### config.mk
export PLATFORM = sky130hd
export DESIGN_NAME = llj_line_top
export DESIGN_NICKNAME = d
export VERILOG_FILES = /design/src/llj_pkg.sv /design/src/llj_stream_if.sv /design/src/llj_fifo.sv /design/src/llj_run_counter.sv /design/src/llj_line_top.sv
export SDC_FILE = /design/constraint.sdc
export NUM_CORES = 1
export LEC_CHECK = 0
export BUFFER_PORTS_ARGS = -buffer_cell sky130_fd_sc_hd__buf_2
export CELL_PAD_IN_SITES_DETAIL_PLACEMENT = 1
export CELL_PAD_IN_SITES_GLOBAL_PLACEMENT = 2
export CORE_UTILIZATION = 50
export CTS_BUF_LIST = sky130_fd_sc_hd__clkbuf_2 sky130_fd_sc_hd__clkbuf_4 sky130_fd_sc_hd__clkbuf_8
export CTS_CLUSTER_DIAMETER = 40
export DETAILED_ROUTE_END_ITERATION = 6
export PLACE_DENSITY = 0.95
export SLEW_MARGIN = 20
export SYNTH_ARGS = -nofsm -noshare
export SYNTH_HDL_FRONTEND = slang
export SYNTH_HIERARCHICAL = 1
export SYNTH_SLANG_ARGS = --single-unit
### constraint.sdc
create_clock -name i_sys_clk -period 21.4 [get_ports i_sys_clk]
set_input_delay 3.21 -clock i_sys_clk [delete_from_list [all_inputs] [get_ports i_sys_clk]]
set_output_delay 3.21 -clock i_sys_clk [all_outputs]
set_load 0.005 [all_outputs]
### src/llj_pkg.sv
/*
 * llj_pkg: shared constants of the line loss / jitter smoother / loopback block.
 * Assumes a 10 MHz system clock and one line channel per instance.
 */
package llj_pkg;

	// system clock
	localparam int SYS_CLK_HZ = 10_000_000;

	// loss of signal run lengths, in bit periods, and loss level in dB
	localparam int LOS_SHORT_BITS = 192;
	localparam int LOS_LONG_BITS  = 2048;
	localparam int LOS_CLEAR_BITS = 192;
	localparam int LOS_LEVEL_DB   = 3;

	// synchronised pin positions
	localparam int PIN_RX_CLK  = 0;
	localparam int PIN_RX_POS  = 1;
	localparam int PIN_RX_NEG  = 2;
	localparam int PIN_TX_CLK  = 3;
	localparam int PIN_TX_POS  = 4;
	localparam int PIN_TX_NEG  = 5;
	localparam int PIN_REF_CLK = 6;
	localparam int PIN_LVL_LOW = 7;
	localparam int PIN_LVL_OK  = 8;
	localparam int PIN_COUNT   = 9;

	// smoother storage: 16 words of 8 bit pairs
	localparam int FIFO_DEPTH     = 16;
	localparam int PAIR_W         = 2;
	localparam int PAIRS_PER_WORD = 8;
	localparam int FIFO_WORD_W    = PAIR_W * PAIRS_PER_WORD;
	localparam int CNT_W          = $clog2(FIFO_DEPTH + 1);

	localparam int DEPTH_BITS_DEEP    = 128;
	localparam int DEPTH_BITS_SHALLOW = 32;
	localparam logic [CNT_W-1:0] LIMIT_WORDS_DEEP    = CNT_W'(DEPTH_BITS_DEEP / PAIRS_PER_WORD);
	localparam logic [CNT_W-1:0] LIMIT_WORDS_SHALLOW = CNT_W'(DEPTH_BITS_SHALLOW / PAIRS_PER_WORD);

	// limit trip thresholds, peak-to-peak unit intervals
	localparam int JIT_LIMIT_UI_DEEP    = 120;
	localparam int JIT_LIMIT_UI_SHALLOW = 28;

	localparam int FILL_W = 9;
	localparam logic [FILL_W-1:0] CENTER_DEEP    = FILL_W'(DEPTH_BITS_DEEP / 2);
	localparam logic [FILL_W-1:0] CENTER_SHALLOW = FILL_W'(DEPTH_BITS_SHALLOW / 2);
	localparam logic [FILL_W-1:0] FILL_HI_DEEP   = FILL_W'(DEPTH_BITS_DEEP / 2 + JIT_LIMIT_UI_DEEP / 2);
	localparam logic [FILL_W-1:0] FILL_LO_DEEP   = FILL_W'(DEPTH_BITS_DEEP / 2 - JIT_LIMIT_UI_DEEP / 2);
	localparam logic [FILL_W-1:0] FILL_HI_SHALLOW =
		FILL_W'(DEPTH_BITS_SHALLOW / 2 + JIT_LIMIT_UI_SHALLOW / 2);
	localparam logic [FILL_W-1:0] FILL_LO_SHALLOW =
		FILL_W'(DEPTH_BITS_SHALLOW / 2 - JIT_LIMIT_UI_SHALLOW / 2);

	// path select {hi, lo}
	localparam logic [1:0] PATH_RX = 2'h1;
	localparam logic [1:0] PATH_TX = 2'h2;

	// smoothing oscillator: nominal rate and loop gain from corner frequency
	localparam int NCO_W         = 32;
	localparam int E1_RATE_HZ    = 2_048_000;
	localparam int T1_RATE_HZ    = 1_544_000;
	localparam int CORNER_T1_MHZ = 3750;
	localparam int CORNER_E1_MHZ = 600;
	localparam int TWO_PI_MILLI  = 6283;
	localparam logic [NCO_W-1:0] NCO_INC_E1 =
		NCO_W'((64'(E1_RATE_HZ) << 32) / 64'(SYS_CLK_HZ));
	localparam logic [NCO_W-1:0] NCO_INC_T1 =
		NCO_W'((64'(T1_RATE_HZ) << 32) / 64'(SYS_CLK_HZ));
	localparam logic signed [NCO_W-1:0] NCO_GAIN_E1 = NCO_W'((64'(CORNER_E1_MHZ)
		* 64'(TWO_PI_MILLI) * (64'h1 << 32)) / (64'd1_000_000 * 64'(SYS_CLK_HZ)));
	localparam logic signed [NCO_W-1:0] NCO_GAIN_T1 = NCO_W'((64'(CORNER_T1_MHZ)
		* 64'(TWO_PI_MILLI) * (64'h1 << 32)) / (64'd1_000_000 * 64'(SYS_CLK_HZ)));

	typedef logic [PAIR_W-1:0] llj_pair_t;

endpackage

### src/llj_stream_if.sv
/*
 * llj_stream_if: valid/ready word channel between the block's own modules.
 * Assumes both ends run on the same system clock.
 */
`timescale 1ns/1ps
interface llj_stream_if #(parameter int WIDTH = 16);
	logic [WIDTH-1:0] data;
	logic             valid;
	logic             ready;
	modport src (output data, output valid, input ready);
	modport snk (input data, input valid, output ready);
endinterface

### src/llj_fifo.sv
/*
 * llj_fifo: synchronous word FIFO with valid/ready on both sides.
 * Assumes a single clock; a word moves when valid and ready are both high.
 */
`timescale 1ns/1ps
module llj_fifo #(
	parameter int WIDTH = llj_pkg::FIFO_WORD_W,
	parameter int DEPTH = llj_pkg::FIFO_DEPTH
) (
	input  wire logic                       i_sys_clk,
	input  wire logic                       i_reset_n,
	llj_stream_if.snk                       wr,
	llj_stream_if.src                       rd,
	output logic [$clog2(DEPTH+1)-1:0]      o_count
);
	localparam int PW = $clog2(DEPTH);
	localparam int CW = $clog2(DEPTH + 1);

	logic [WIDTH-1:0] mem [DEPTH];
	logic [PW-1:0]    wr_ptr_reg;
	logic [PW-1:0]    rd_ptr_reg;
	logic [CW-1:0]    count_reg;

	wire push = wr.valid && wr.ready;
	wire pop  = rd.valid && rd.ready;

	assign wr.ready = (count_reg != CW'(DEPTH));
	assign rd.valid = (count_reg != '0);
	assign rd.data  = mem[rd_ptr_reg];
	assign o_count  = count_reg;

	always_ff @(posedge i_sys_clk)
	begin
		if (push)
			mem[wr_ptr_reg] <= wr.data;
	end

	always_ff @(posedge i_sys_clk or negedge i_reset_n)
	begin
		if (!i_reset_n)
		begin
			wr_ptr_reg <= '0;
			rd_ptr_reg <= '0;
			count_reg  <= '0;
		end
		else
		begin
			wr_ptr_reg <= push ? PW'(wr_ptr_reg + 1'h1) : wr_ptr_reg;
			rd_ptr_reg <= pop ? PW'(rd_ptr_reg + 1'h1) : rd_ptr_reg;
			count_reg  <= CW'(count_reg + CW'(push) - CW'(pop));
		end
	end
endmodule

### src/llj_run_counter.sv
/*
 * llj_run_counter: counts consecutive bit ticks while a condition holds.
 * Assumes i_tick is a one-cycle strobe per bit period on the system clock.
 */
`timescale 1ns/1ps
module llj_run_counter #(
	parameter int LIMIT = 192
) (
	input  wire logic i_sys_clk,
	input  wire logic i_reset_n,
	input  wire logic i_tick,
	input  wire logic i_cond,
	output logic      o_done
);
	localparam int CW = $clog2(LIMIT + 1);

	logic [CW-1:0] count_reg;
	logic [CW-1:0] count_next;
	logic          done_reg;

	// a broken run starts again from zero
	assign count_next = !i_tick ? count_reg :
		!i_cond ? '0 :
		(count_reg == CW'(LIMIT)) ? count_reg : CW'(count_reg + 1'h1);
	assign o_done = done_reg;

	always_ff @(posedge i_sys_clk or negedge i_reset_n)
	begin
		if (!i_reset_n)
		begin
			count_reg <= '0;
			done_reg  <= 1'h0;
		end
		else
		begin
			count_reg <= count_next;
			done_reg  <= (count_next == CW'(LIMIT));
		end
	end
endmodule

### src/llj_line_top.sv
/*
 * llj_line_top: line-side digital control of one T1/E1 channel: loss of signal
 * detection, jitter smoother with bit FIFO and oscillator, and loopback muxing.
 * Assumes line pins, framer clocks and reference clock are asynchronous and
 * sliced to logic levels; config bits are static and on the system clock.
 */
`timescale 1ns/1ps
module llj_line_top (
	input  wire logic i_sys_clk,
	input  wire logic i_reset_n,
	input  wire logic i_line_rx_plus,
	input  wire logic i_line_rx_minus,
	input  wire logic i_rx_recovered_clk,
	input  wire logic i_level_below_loss,
	input  wire logic i_level_at_sens,
	input  wire logic i_transmit_clock_in,
	input  wire logic i_tx_positive_data,
	input  wire logic i_tx_negative_data,
	input  wire logic i_smoother_reference_clock,
	input  wire logic i_e1_long_criterion,
	input  wire logic i_t1_mode,
	input  wire logic i_fifo_depth_select,
	input  wire logic i_smoother_path_select_hi,
	input  wire logic i_smoother_path_select_lo,
	input  wire logic i_far_loop_enable,
	input  wire logic i_near_loop_enable,
	input  wire logic i_analog_loop_enable,
	input  wire logic i_limit_trip_clear,
	output logic      o_line_tx_plus,
	output logic      o_line_tx_minus,
	output logic      o_rx_positive_data,
	output logic      o_rx_negative_data,
	output logic      o_rx_clk,
	output logic      o_loss_of_signal,
	output logic      o_rx_carrier_loss,
	output logic      o_smoother_limit_trip,
	output logic      o_smoothed_clk
);
	import llj_pkg::*;

	// pin synchronisers: a change counts once stages two and three agree
	logic [PIN_COUNT-1:0] pins_raw;
	logic [PIN_COUNT-1:0] s1_reg;
	logic [PIN_COUNT-1:0] s2_reg;
	logic [PIN_COUNT-1:0] s3_reg;
	logic [PIN_COUNT-1:0] filt_reg;
	logic [PIN_COUNT-1:0] filt_prev_reg;

	assign pins_raw = {i_level_at_sens, i_level_below_loss, i_smoother_reference_clock,
		i_tx_negative_data, i_tx_positive_data, i_transmit_clock_in,
		i_line_rx_minus, i_line_rx_plus, i_rx_recovered_clk};

	wire [PIN_COUNT-1:0] agree     = ~(s2_reg ^ s3_reg);
	wire [PIN_COUNT-1:0] filt_next = (agree & s3_reg) | (~agree & filt_reg);
	wire [PIN_COUNT-1:0] rise      = filt_reg & ~filt_prev_reg;

	always_ff @(posedge i_sys_clk or negedge i_reset_n)
	begin
		if (!i_reset_n)
		begin
			s1_reg        <= '0;
			s2_reg        <= '0;
			s3_reg        <= '0;
			filt_reg      <= '0;
			filt_prev_reg <= '0;
		end
		else
		begin
			s1_reg        <= pins_raw;
			s2_reg        <= s1_reg;
			s3_reg        <= s2_reg;
			filt_reg      <= filt_next;
			filt_prev_reg <= filt_reg;
		end
	end

	wire       rx_line_tick = rise[PIN_RX_CLK];
	wire       tx_tick      = rise[PIN_TX_CLK];
	wire       ref_tick     = rise[PIN_REF_CLK];
	llj_pair_t rx_line_data;
	llj_pair_t tx_pin_data;
	assign rx_line_data = {filt_reg[PIN_RX_POS], filt_reg[PIN_RX_NEG]};
	assign tx_pin_data  = {filt_reg[PIN_TX_POS], filt_reg[PIN_TX_NEG]};

	// loss of signal, timed by reference clock bit periods
	logic los_reg;
	logic decl_short_done;
	logic decl_long_done;
	logic clear_done;

	llj_run_counter #(.LIMIT(LOS_SHORT_BITS)) u_decl_short (
		.i_sys_clk (i_sys_clk),
		.i_reset_n (i_reset_n),
		.i_tick    (ref_tick),
		.i_cond    (filt_reg[PIN_LVL_LOW]),
		.o_done    (decl_short_done)
	);
	llj_run_counter #(.LIMIT(LOS_LONG_BITS)) u_decl_long (
		.i_sys_clk (i_sys_clk),
		.i_reset_n (i_reset_n),
		.i_tick    (ref_tick),
		.i_cond    (filt_reg[PIN_LVL_LOW]),
		.o_done    (decl_long_done)
	);
	llj_run_counter #(.LIMIT(LOS_CLEAR_BITS)) u_clear (
		.i_sys_clk (i_sys_clk),
		.i_reset_n (i_reset_n),
		.i_tick    (ref_tick),
		.i_cond    (filt_reg[PIN_LVL_OK]),
		.o_done    (clear_done)
	);

	wire decl_done = i_e1_long_criterion ? decl_long_done : decl_short_done;
	wire los_next  = los_reg ? !clear_done : decl_done;

	// path and loopback selection
	wire [1:0] path    = {i_smoother_path_select_hi, i_smoother_path_select_lo};
	wire       path_rx = (path == PATH_RX);
	wire       path_tx = (path == PATH_TX);
	wire       att_on  = path_rx || path_tx;

	logic      nco_tick_reg;
	llj_pair_t att_pair_reg;
	logic      line_tx_plus_reg;
	logic      line_tx_minus_reg;

	// far loop sources the transmit side from the line receiver
	wire       tx_src_tick = i_far_loop_enable ? rx_line_tick : tx_tick;
	llj_pair_t tx_src_data;
	assign tx_src_data = i_far_loop_enable ? rx_line_data : tx_pin_data;

	wire       tx_line_tick = path_tx ? nco_tick_reg : tx_src_tick;
	llj_pair_t tx_line_data;
	assign tx_line_data = path_tx ? att_pair_reg : tx_src_data;

	// receiver input: analog loop takes line output, near loop framer data
	wire rx_src_tick = i_analog_loop_enable ? tx_line_tick :
		i_near_loop_enable ? tx_tick : rx_line_tick;
	llj_pair_t rx_src_data;
	assign rx_src_data = i_analog_loop_enable ? {line_tx_plus_reg, line_tx_minus_reg} :
		i_near_loop_enable ? tx_pin_data : rx_line_data;

	wire       att_in_tick = path_rx ? rx_src_tick : (path_tx && tx_src_tick);
	llj_pair_t att_in_data;
	assign att_in_data = path_rx ? rx_src_data : tx_src_data;

	wire       rx_out_tick = path_rx ? nco_tick_reg : rx_src_tick;
	llj_pair_t rx_out_data;
	assign rx_out_data = path_rx ? att_pair_reg : rx_src_data;
	wire       rx_clk_tick = los_reg ? ref_tick : rx_out_tick;

	// smoother writer: packs bit pairs into words
	llj_stream_if #(.WIDTH(FIFO_WORD_W)) wr_if ();
	llj_stream_if #(.WIDTH(FIFO_WORD_W)) rd_if ();
	logic [CNT_W-1:0]       fifo_count;
	logic [FIFO_WORD_W-1:0] pack_reg;
	logic [2:0]             wr_idx_reg;
	logic [FIFO_WORD_W-1:0] unpack_reg;
	logic [3:0]             rd_left_reg;
	logic                   primed_reg;

	llj_fifo #(.WIDTH(FIFO_WORD_W), .DEPTH(FIFO_DEPTH)) u_fifo (
		.i_sys_clk (i_sys_clk),
		.i_reset_n (i_reset_n),
		.wr        (wr_if),
		.rd        (rd_if),
		.o_count   (fifo_count)
	);

	wire [CNT_W-1:0] limit_words = i_fifo_depth_select ? LIMIT_WORDS_DEEP :
		LIMIT_WORDS_SHALLOW;
	wire [FILL_W-1:0] center  = i_fifo_depth_select ? CENTER_DEEP : CENTER_SHALLOW;
	wire [FILL_W-1:0] fill_hi = i_fifo_depth_select ? FILL_HI_DEEP : FILL_HI_SHALLOW;
	wire [FILL_W-1:0] fill_lo = i_fifo_depth_select ? FILL_LO_DEEP : FILL_LO_SHALLOW;

	wire [FIFO_WORD_W-1:0] pack_next = {pack_reg[FIFO_WORD_W-PAIR_W-1:0], att_in_data};
	wire push_req  = att_in_tick && (wr_idx_reg == 3'h7);
	wire below_lim = fifo_count < limit_words;
	assign wr_if.valid = push_req && below_lim;
	assign wr_if.data  = pack_next;
	wire overflow  = push_req && !(wr_if.ready && below_lim);

	// smoother reader: the oscillator tick pulls bit pairs out
	wire need_word = nco_tick_reg && (rd_left_reg == 4'h0);
	assign rd_if.ready = need_word && primed_reg;
	wire underflow = need_word && primed_reg && !rd_if.valid;

	wire [FILL_W-1:0] fill = FILL_W'({fifo_count, 3'h0}) + FILL_W'(wr_idx_reg)
		+ FILL_W'(rd_left_reg);
	wire trip_event = primed_reg && (fill > fill_hi || fill < fill_lo
		|| overflow || underflow);

	// first order loop: rate follows fill error, gain sets the corner
	wire signed [FILL_W:0]    fill_err = $signed({1'h0, fill}) - $signed({1'h0, center});
	wire signed [NCO_W-1:0]   gain     = i_t1_mode ? NCO_GAIN_T1 : NCO_GAIN_E1;
	wire signed [NCO_W-1:0]   adj      = primed_reg ? NCO_W'(gain * fill_err) : '0;
	wire        [NCO_W-1:0]   nominal  = i_t1_mode ? NCO_INC_T1 : NCO_INC_E1;
	logic       [NCO_W-1:0]   nco_acc_reg;
	wire        [NCO_W:0]     nco_sum  = {1'h0, nco_acc_reg} + {1'h0, NCO_W'(nominal + adj)};

	logic limit_trip_reg;
	logic rx_clk_d_reg;
	logic rx_clk_reg;
	logic rx_pos_reg;
	logic rx_neg_reg;

	always_ff @(posedge i_sys_clk or negedge i_reset_n)
	begin
		if (!i_reset_n)
		begin
			pack_reg    <= '0;
			wr_idx_reg  <= '0;
			unpack_reg  <= '0;
			rd_left_reg <= '0;
			primed_reg  <= 1'h0;
		end
		else
		begin
			// bursty input is absorbed here; output rate is the oscillator's
			if (att_in_tick)
			begin
				pack_reg   <= pack_next;
				wr_idx_reg <= wr_idx_reg + 3'h1;
			end
			if (rd_if.ready && rd_if.valid)
			begin
				unpack_reg  <= {rd_if.data[FIFO_WORD_W-PAIR_W-1:0], 2'h0};
				rd_left_reg <= 4'(PAIRS_PER_WORD - 1);
			end
			else if (nco_tick_reg && rd_left_reg != 4'h0)
			begin
				unpack_reg  <= {unpack_reg[FIFO_WORD_W-PAIR_W-1:0], 2'h0};
				rd_left_reg <= rd_left_reg - 4'h1;
			end
			primed_reg <= att_on && !underflow && (primed_reg || fill >= center);
		end
	end

	always_ff @(posedge i_sys_clk or negedge i_reset_n)
	begin
		if (!i_reset_n)
		begin
			nco_acc_reg  <= '0;
			nco_tick_reg <= 1'h0;
			att_pair_reg <= '0;
		end
		else
		begin
			nco_acc_reg  <= nco_sum[NCO_W-1:0];
			nco_tick_reg <= nco_sum[NCO_W];
			if (nco_tick_reg)
				att_pair_reg <= !rd_if.ready ? unpack_reg[FIFO_WORD_W-1 -: PAIR_W] :
					rd_if.valid ? rd_if.data[FIFO_WORD_W-1 -: PAIR_W] : 2'h0;
		end
	end

	always_ff @(posedge i_sys_clk or negedge i_reset_n)
	begin
		if (!i_reset_n)
		begin
			los_reg           <= 1'h0;
			limit_trip_reg    <= 1'h0;
			line_tx_plus_reg  <= 1'h0;
			line_tx_minus_reg <= 1'h0;
			rx_pos_reg        <= 1'h0;
			rx_neg_reg        <= 1'h0;
			rx_clk_d_reg      <= 1'h0;
			rx_clk_reg        <= 1'h0;
		end
		else
		begin
			los_reg        <= los_next;
			limit_trip_reg <= trip_event || (limit_trip_reg && !i_limit_trip_clear);
			if (tx_line_tick)
			begin
				line_tx_plus_reg  <= tx_line_data[1];
				line_tx_minus_reg <= tx_line_data[0];
			end
			if (rx_out_tick)
			begin
				rx_pos_reg <= rx_out_data[1];
				rx_neg_reg <= rx_out_data[0];
			end
			rx_clk_d_reg <= rx_clk_tick;
			rx_clk_reg   <= rx_clk_tick || rx_clk_d_reg;
		end
	end

	assign o_line_tx_plus        = line_tx_plus_reg;
	assign o_line_tx_minus       = line_tx_minus_reg;
	assign o_rx_positive_data    = rx_pos_reg;
	assign o_rx_negative_data    = rx_neg_reg;
	assign o_rx_clk              = rx_clk_reg;
	assign o_loss_of_signal      = los_reg;
	assign o_rx_carrier_loss     = los_reg;
	assign o_smoother_limit_trip = limit_trip_reg;
	assign o_smoothed_clk        = nco_acc_reg[NCO_W-1];
endmodule

==> results of run 1 <==
[worst max-delay path, delay by kind of cell]
family | cells | cell delay [ps]
AO/OA/AOI/OAI | 13 | 2730
buffers and inverters | 7 | 850
multiplexers | 1 | 100
XOR/XNOR | 1 | 150
adder cells (fa/ha/maj) | 9 | 3390
AND/OR/NAND/NOR | 9 | 2390
[path summary, 6_finish.rpt]
path	start	end	cells after the start
min	s1_reg[5]	s2_reg[5]	0
max	i_fifo_depth_select	nco_acc_reg[27]	40
min reg2reg	s1_reg[5]	s2_reg[5]	0
max reg2reg	rd_left_reg[0]	nco_acc_reg[27]	43
min in group asynchronous	i_reset_n	rd_left_reg[2]	1
max in group asynchronous	i_reset_n	pack_reg[12]	3
[metal layers]
| metal | part of all wire, % | vias to the layer above | global-route usage [%] |
|---|---|---|---|
| met1 | 39 | 7902 | 30.3 |
| met3 | 4.1 | 132 | 3.98 |
| met4 | 3.0 | 2 | 10.2 |
| met2 | 53 | 360 | 46.8 |
| li1 | - | 7039 | - |
| met5 | 0.021 | - | 0 |
[cell usage after synthesis (10+ instances only)]
library cell | number | area share [%]
edfxtp_1 | 256 | 33
buf_2 | 18 | 0.39
nand2_1 | 140 | 2.3
nor3_1 | 15 | 0.32
a21oi_1 | 67 | 1.4
a31oi_1 | 14 | 0.38
nand3_1 | 29 | 0.63
o21a_1 | 12 | 0.39
mux2i_1 | 77 | 3.3
and2_1 | 20 | 0.54
or3_1 | 10 | 0.27
a22oi_1 | 29 | 0.94
clkbuf_1 | 25 | 0.40
ha_1 | 171 | 9.2
xor2_1 | 33 | 1.2
mux2_2 | 18 | 0.87
xnor2_1 | 52 | 2.0
nor2_1 | 88 | 1.4
inv_1 | 172 | 2.8
a221oi_1 | 33 | 1.2
nand2b_1 | 14 | 0.38
fa_1 | 57 | 4.9
dfrtp_1 | 162 | 17
nand4_1 | 16 | 0.43
o21ai_0 | 74 | 1.6
mux4_2 | 32 | 3.1
a21o_1 | 23 | 0.74
[through the flow]
| step | hold slack, ps | cells | setup WS (ps) | cell area, um2 |
|---|---|---|---|---|
| after floorplan | 331 | 1881 | 9790 | 23200 |
| after global placement | 335 | 2472 | 8550 | 24000 |
| after detailed placement | 336 | 2472 | 8390 | 24000 |
| after CTS | 348 | 2610 | 9050 | 25600 |
| after global routing | 351 | 2610 | 8370 | 25600 |
| final | 344 | 2610 | 9090 | 25600 |
[logic make-up (layout without fill, tap and decap cells)]
group           after synthesis  in the layout
other cells                   2              5
xor+xnor                     85             85
simple gates                420            420
buf+inv                     230            359
compound gates              356            356
fa+ha+maj                   237            237
mux                         130            130
flops                       418            418
[layout make-up]
| type | instances | area (um2) |
|---|---|---|
| Clock buffer | 104 | 1320 |
| Timing Repair Buffer | 47 | 289 |
| Clock inverter | 34 | 315 |
| Inverter | 174 | 653 |
| Tap cell | 600 | 751 |
| Fill cell | 4671 | 19900 |
| Multi-Input combinational cell | 1233 | 10600 |
| Sequential cell | 418 | 11700 |
==> summary.txt, run 1 <==
Timing
  – Final total negative setup slack: 0 ps
  – Top achievable clock speed: between 80 and 90 MHz
  – Unrepaired setup endpoints after global routing: no
  – Rel. slew slack: 17.0%
  – Final Setup Violations: 0
  – Final worst-path cycle share: 57.5%
  – Number of slew-limit violations in the final report: 0
  – Fin crit period: between 10000 and 15000 ps
  – Measured slew at the worst slew-check pin: 1240 ps
  – Hold Vio Cnt, Final: 0
  – Clock skew after layout: just over 40 ps

Clocking
  – Resize count post-CTS: 0
  – Root Driver: clkbuf_8
  – Post CTS Setup Buffer Count: 0
  – Clock sink count: 418
  – Number of H-tree levels: 3
  – Clock tree from TritonCTS: done
  – Number of buffers on the longest clock path: 3
  – Clock latency at the later pin of the worst-skew pair: 660 ps
  – Post-CTS Hold Fix Bufs: 0
  – Clock slew at reported path FFs: 60 ps
  – Total CTS buffers: 76

Worst setup path
  – Slack of the worst reg-to-reg path: slightly above 10000 ps
  – Startpoint types: input pin
  – WP data arrival: 12840 ps
  – Type of destination of the critical path: register
  – Peak per-stage delay on the critical path: 570 ps
  – Critical Setup Path Class: in -> reg
  – Worst endpoint required time: between 20000 and 25000 ps
  – CP max-delay cell: nor2b_1
  – CP Max Fanout: 8

Synth
  – FFs w/ async S/R, synth: between 30% and 40%
  – Mux share of post-synthesis cell area: about 7.5%
  – Post-Synth Simple-Gate Area: just over 9%
  – Adder-cell area share of the yosys netlist: between 10% and 20%
  – Register area share after synthesis: around half
  – Most used flip-flop cell after synthesis: edfxtp_1
  – Synthesized instance count: approximately 1900
  – Cell area after synthesis: 23200 um2
  – Yosys warnings: 6
  – Count of unique library cells instantiated by Yosys: about 110
  – Largest family of logic cells by synthesized area: adder cells
  – Xor and xnor area share after synthesis: 3.21%
  – Register bit total from synthesis: 418
  – Count of flip-flops with a built-in enable after synthesis: 256
  – Average cell area after synthesis: 12.3 um2
  – Post-synthesis compound-gate area fraction: approximately a tenth

Drt
  – DRC violation count after routing: 0
  – Via count: ~15000
  – Mean routed wirelength per cell: ~22 um
  – Drt first-iter violations: about 980
  – Pre-Repair DR Iteration Count: 5
  – Antenna-violating nets left: 0
  – Total wire length: about 59000 um
  – Drt via density: about 5.9

Global routing
  – Vias in the first global route: roughly 17000
  – Antenna violations before repair: 1
  – Pin count of the biggest net entering global routing: 64
  – Global-route usage over all layers: approximately a quarter
  – First-pass GRT wire length: 93100 um
  – Global route overflow: 0

Die
  – Site row count: 78
  – Floorplan Core Area: between 40000 and 50000 um2
  – Top Ports: 29
  – Total die area: approximately 47000 um2
  – Die Ht: approximately 220 um
  – X dimension of the die: 217 um
  – Initial Utilization: between 50 and 60%

Finish
  – Number of flip-flops in the largest register: 256
  – Commonest cells after routing, fill and taps aside: 256 x edfxtp_1, 172 x inv_1, 171 x ha_1, 161 x dfrtp_1, 140 x nand2_1
  – Ratio of cells with drive above 1 in the final layout: about 14%
  – Final net count: around 2200
  – Most frequent standard cell in the layout excluding fill and tap cells: edfxtp_1
  – N_diodes: 0
  – Synthesis-to-finish area growth: 10.6%
  – Final Core Density: a little under three fifths

Place
  – Final estimated routing congestion in global placement: about 0.86
  – # port buffers: 28
  – Post-DP HPWL: around 39000 um

Run status
  – Run status: completed

Job
  – Max-cap violations: 0

Min path
  – Hold Path Class: reg -> reg
Power of run 1 is not shown: default switching activity piles up to over one toggle a cycle in this logic, so the estimate is an artifact.
==> run 2, diff against run 1 <==
--- a/config.mk
+++ b/config.mk
@@ -5,14 +5,15 @@
 export SDC_FILE = /design/constraint.sdc
 export NUM_CORES = 1
 export LEC_CHECK = 0
+export ABC_AREA = 1
 export BUFFER_PORTS_ARGS = -buffer_cell sky130_fd_sc_hd__buf_2
 export CELL_PAD_IN_SITES_DETAIL_PLACEMENT = 1
 export CELL_PAD_IN_SITES_GLOBAL_PLACEMENT = 2
-export CORE_UTILIZATION = 50
+export CORE_UTILIZATION = 42
 export CTS_BUF_LIST = sky130_fd_sc_hd__clkbuf_2 sky130_fd_sc_hd__clkbuf_4 sky130_fd_sc_hd__clkbuf_8
 export CTS_CLUSTER_DIAMETER = 40
 export DETAILED_ROUTE_END_ITERATION = 6
-export PLACE_DENSITY = 0.95
+export PLACE_DENSITY = 0.92
 export SLEW_MARGIN = 20
 export SYNTH_ARGS = -nofsm -noshare
 export SYNTH_HDL_FRONTEND = slang
==> constraint.sdc (replaced) <==
create_clock -name i_sys_clk -period 11.5 [get_ports i_sys_clk]
set_input_delay 1.725 -clock i_sys_clk [delete_from_list [all_inputs] [get_ports i_sys_clk]]
set_output_delay 1.725 -clock i_sys_clk [all_outputs]
set_load 0.005 [all_outputs]
==> summary.txt, run 2 <==
Run status
  – Run status: finished with violations (was completed)
  – Failing checks: DRC

Timing
  – Number of slew-limit violations in the final report: 0 (unchanged)
  – Measured slew at the worst slew-check pin: 1090 ps (was 1240 ps)
  – Final Setup Violations: 0 (unchanged)
  – Rel. slew slack: 27.4% (was 17.0%)
  – Top achievable clock speed: just under 100 MHz
  – Fin crit period: ~10000 ps
  – Final total negative setup slack: 0 ps (unchanged)
  – Setup ws final: 1380 ps (was 9090 ps)
  – Unrepaired setup endpoints after global routing: no (unchanged)
  – Final worst-path cycle share: 88.0%
  – Clock skew after layout: 46.3 ps (was 41.3 ps)
  – Hold Vio Cnt, Final: 0 (unchanged)

Place
  – Post-DP HPWL: 47300 um (was 38900 um)
  – Worst slack, placed: 1190 ps (was 8390 ps)
  – Final estimated routing congestion in global placement: 0.862 (was 0.861)
  – # port buffers: 28 (unchanged)

Clocking
  – Post CTS Setup Buffer Count: 0 (unchanged)
  – Clock slew at reported path FFs: 60 ps (about the same)
  – Clock sink count: 418 (unchanged)
  – Clock latency at the later pin of the worst-skew pair: 680 ps (was 660 ps)
  – Number of H-tree levels: 3 (unchanged)
  – Root Driver: clkbuf_8 (unchanged)
  – Post-CTS Hold Fix Bufs: 0 (unchanged)
  – Clock tree from TritonCTS: done (unchanged)
  – Total CTS buffers: 84 (was 76)
  – Resize count post-CTS: 0 (unchanged)
  – Number of buffers on the longest clock path: 3 (unchanged)

Min path
  – Hold Path Class: reg -> reg (unchanged)

Die
  – X dimension of the die: 246 um (was 217 um)
  – Floorplan Core Area: 59000 um2 (was 45600 um2)
  – Site row count: 89 (was 78)
  – Total die area: 60700 um2 (was 47200 um2)
  – Die Ht: 246 um (was 217 um)
  – Top Ports: 29 (unchanged)
  – Initial Utilization: 42.5% (was 50.9%)

Drt
  – Mean routed wirelength per cell: 18.1 um (was 22.4 um)
  – Pre-Repair DR Iteration Count: 7 (was 5)
  – Via count: 19400 (was 15400)
  – DRC violation count after routing: 4 (was 0)
  – Total wire length: 68100 um (was 58500 um)
  – Drt first-iter violations: 974 (was 984)
  – Antenna-violating nets left: 0 (unchanged)
  – Drt via density: 5.15 (was 5.91)

Worst setup path
  – FF-to-FF path depth: 46 (was 43)
  – Startpoint types: register (was input pin)
  – CP Max Fanout: 6 (was 8)
  – FF-to-FF Start: wr_idx_reg[0] (was rd_left_reg[0])
  – CP most frequent cell: inv_1
  – Endpoint of the lowest-slack register-to-register path: nco_acc_reg[31] (was nco_acc_reg[27])
  – Critical path startpoint: wr_idx_reg[0] (was i_fifo_depth_select)
  – CP max-delay cell: fa_1 (was nor2b_1)
  – End point of the critical path: nco_acc_reg[31] (was nco_acc_reg[27])
  – Slack of the worst reg-to-reg path: 1380 ps (was 10130 ps)
  – Type of destination of the critical path: register (unchanged)
  – Critical Setup Path Class: reg -> reg (was in -> reg)
  – Worst endpoint required time: 12100 ps (was 21930 ps)
  – Peak per-stage delay on the critical path: 530 ps (was 570 ps)
  – WP data arrival: 10720 ps (was 12840 ps)

Finish
  – Most frequent standard cell in the layout excluding fill and tap cells: nand2_1 (was edfxtp_1)
  – Synthesis-to-finish area growth: 11.9% (was 10.6%)
  – Commonest cells after routing, fill and taps aside: 810 x nand2_1, 415 x inv_1, 256 x edfxtp_1, 231 x nor2_1, 204 x nand3_1 (was 256 x edfxtp_1, 172 x inv_1, 171 x ha_1, 161 x dfrtp_1, 140 x nand2_1)
  – Number of flip-flops in the largest register: 256 (unchanged)
  – Final net count: 3171 (was 2198)
  – Ratio of cells with drive above 1 in the final layout: 10.3% (was 14.5%)

Synth
  – Count of flip-flops with a built-in enable after synthesis: 256 (unchanged)
  – FFs w/ async S/R, synth: 38.8% (unchanged)
  – Adder-cell area share of the yosys netlist: 13.4% (was 14.5%)
  – Area leader, netlist: edfxtp_1 (unchanged)
  – Leading cell types by total area after synthesis: edfxtp_1 31%, dfrtp_1 16%, nand2_1 12% (was edfxtp_1 33%, dfrtp_1 17%, ha_1 9.2%)
  – Register bit total from synthesis: 418 (unchanged)
  – Count of unique library cells instantiated by Yosys: 60 (was 108)
  – Xor and xnor area share after synthesis: 2.81% (was 3.21%)
  – Synthesized instance count: 2846 (was 1878)
  – Largest family of logic cells by synthesized area: simple AND/OR/NAND/NOR gates (was adder cells)
  – Mux share of post-synthesis cell area: 0.170% (was 7.49%)
  – Yosys warnings: 6 (unchanged)
  – Cell with the most instances after synthesis: nand2_1 (was edfxtp_1)
  – Average cell area after synthesis: 8.81 um2 (was 12.3 um2)
  – Synth top cells by count: 810 x nand2_1, 415 x inv_1, 256 x edfxtp_1 (was 256 x edfxtp_1, 172 x inv_1, 171 x ha_1)
  – Cell area after synthesis: 25100 um2 (was 23200 um2)
  – Share of the synthesized area in the top cell type: 30.7% (was 33.2%)
  – Post-synthesis compound-gate area fraction: 5.42% (was 10.7%)
  – Register area share after synthesis: 46.8% (was 50.7%)
  – Most used flip-flop cell after synthesis: edfxtp_1 (unchanged)
  – Post-Synth Simple-Gate Area: 23.0% (was 9.28%)

Global routing
  – Global-route usage over all layers: 23.0% (was 25.7%)
  – Antenna violations before repair: 2 (was 1)
  – Pin count of the biggest net entering global routing: 88 (was 64)
  – Global route overflow: 0 (unchanged)
  – Vias in the first global route: 21100 (was 17000)
  – Routing usage on met2: 42.5% (was 46.8%)
  – Met1 usage: 27.4% (was 30.3%)
  – GR Layer Usage met3: 3.17% (was 3.98%)
  – First-pass GRT wire length: 110000 um (was 93100 um)
  – Global route hottest layer: met2 (unchanged)

Job
  – Max-cap violations: 0 (unchanged)
## run 2: cell types whose count changed after synthesis, moves of 32 or more
cell,change
inv_1,+243
nor2_1,+155
mux4_2,-32
mux2i_1,-75
nand3_1,+175
xnor2_1,-36
nand2_1,+670
## run 2: final cells by class
type	count	area, um2
fill	6944	30900
sequential	418	11700
multi-input combinational	1926	11300
inverter	437	1650
clock buffer	115	1460
tap	773	967
clock inverter	41	586
timing repair buffer	56	357
antenna	2	5.00
## run 2: worst min path at each step
stage | slack [ps] | depth (start not counted) | to | start
4_1_cts | 340 | 0 | s2_reg[6] | s1_reg[6]
3_5_place_dp | 340 | 0 | s2_reg[5] | s1_reg[5]
6_report | 350 | 0 | s2_reg[6] | s1_reg[6]
2_1_floorplan | 330 | 0 | s2_reg[0] | s1_reg[0]
3_3_place_gp | 340 | 0 | s2_reg[2] | s1_reg[2]
5_1_grt | 360 | 0 | s2_reg[0] | s1_reg[0]
## run 2: layer usage
layer,part of all wire (%),routed length (um)
met1,42,28700
met2,52,35400
met3,3.6,2450
met4,2.2,1490
met5,0,0
## run 2: metrics by stage
step           hold slack [ps]  std cells  instance area, um2  utilization, %
2_1_floorplan              331       2849               25100               -
5_1_grt                    356       3767               28100            47.6
6_report                   347       3768               28100            47.6
3_3_place_gp               335       3610               26000            44.1
4_1_cts                    345       3766               28100            47.6
3_5_place_dp               336       3610               26000            44.1
## run 2: logic make-up after synthesis
kind of cell,count (synthesis)
DFF,418
muxes,4
other,2
buffers and inverters,505
adders and majority gates,237
xor gates and xnor gates,74
AOI/OAI and AO/OA,238
and+or+nand+nor,1368
## run 2: worst max-delay path: cells and delay by family (launching register included)
kind	cells	cell delay [ps]
compound gates	7	1230
buf+inv	9	780
xor+xnor	3	530
fa+ha+maj	11	4660
flops	1	410
simple gates	16	2440
Power of run 2 is left out for the same reason.
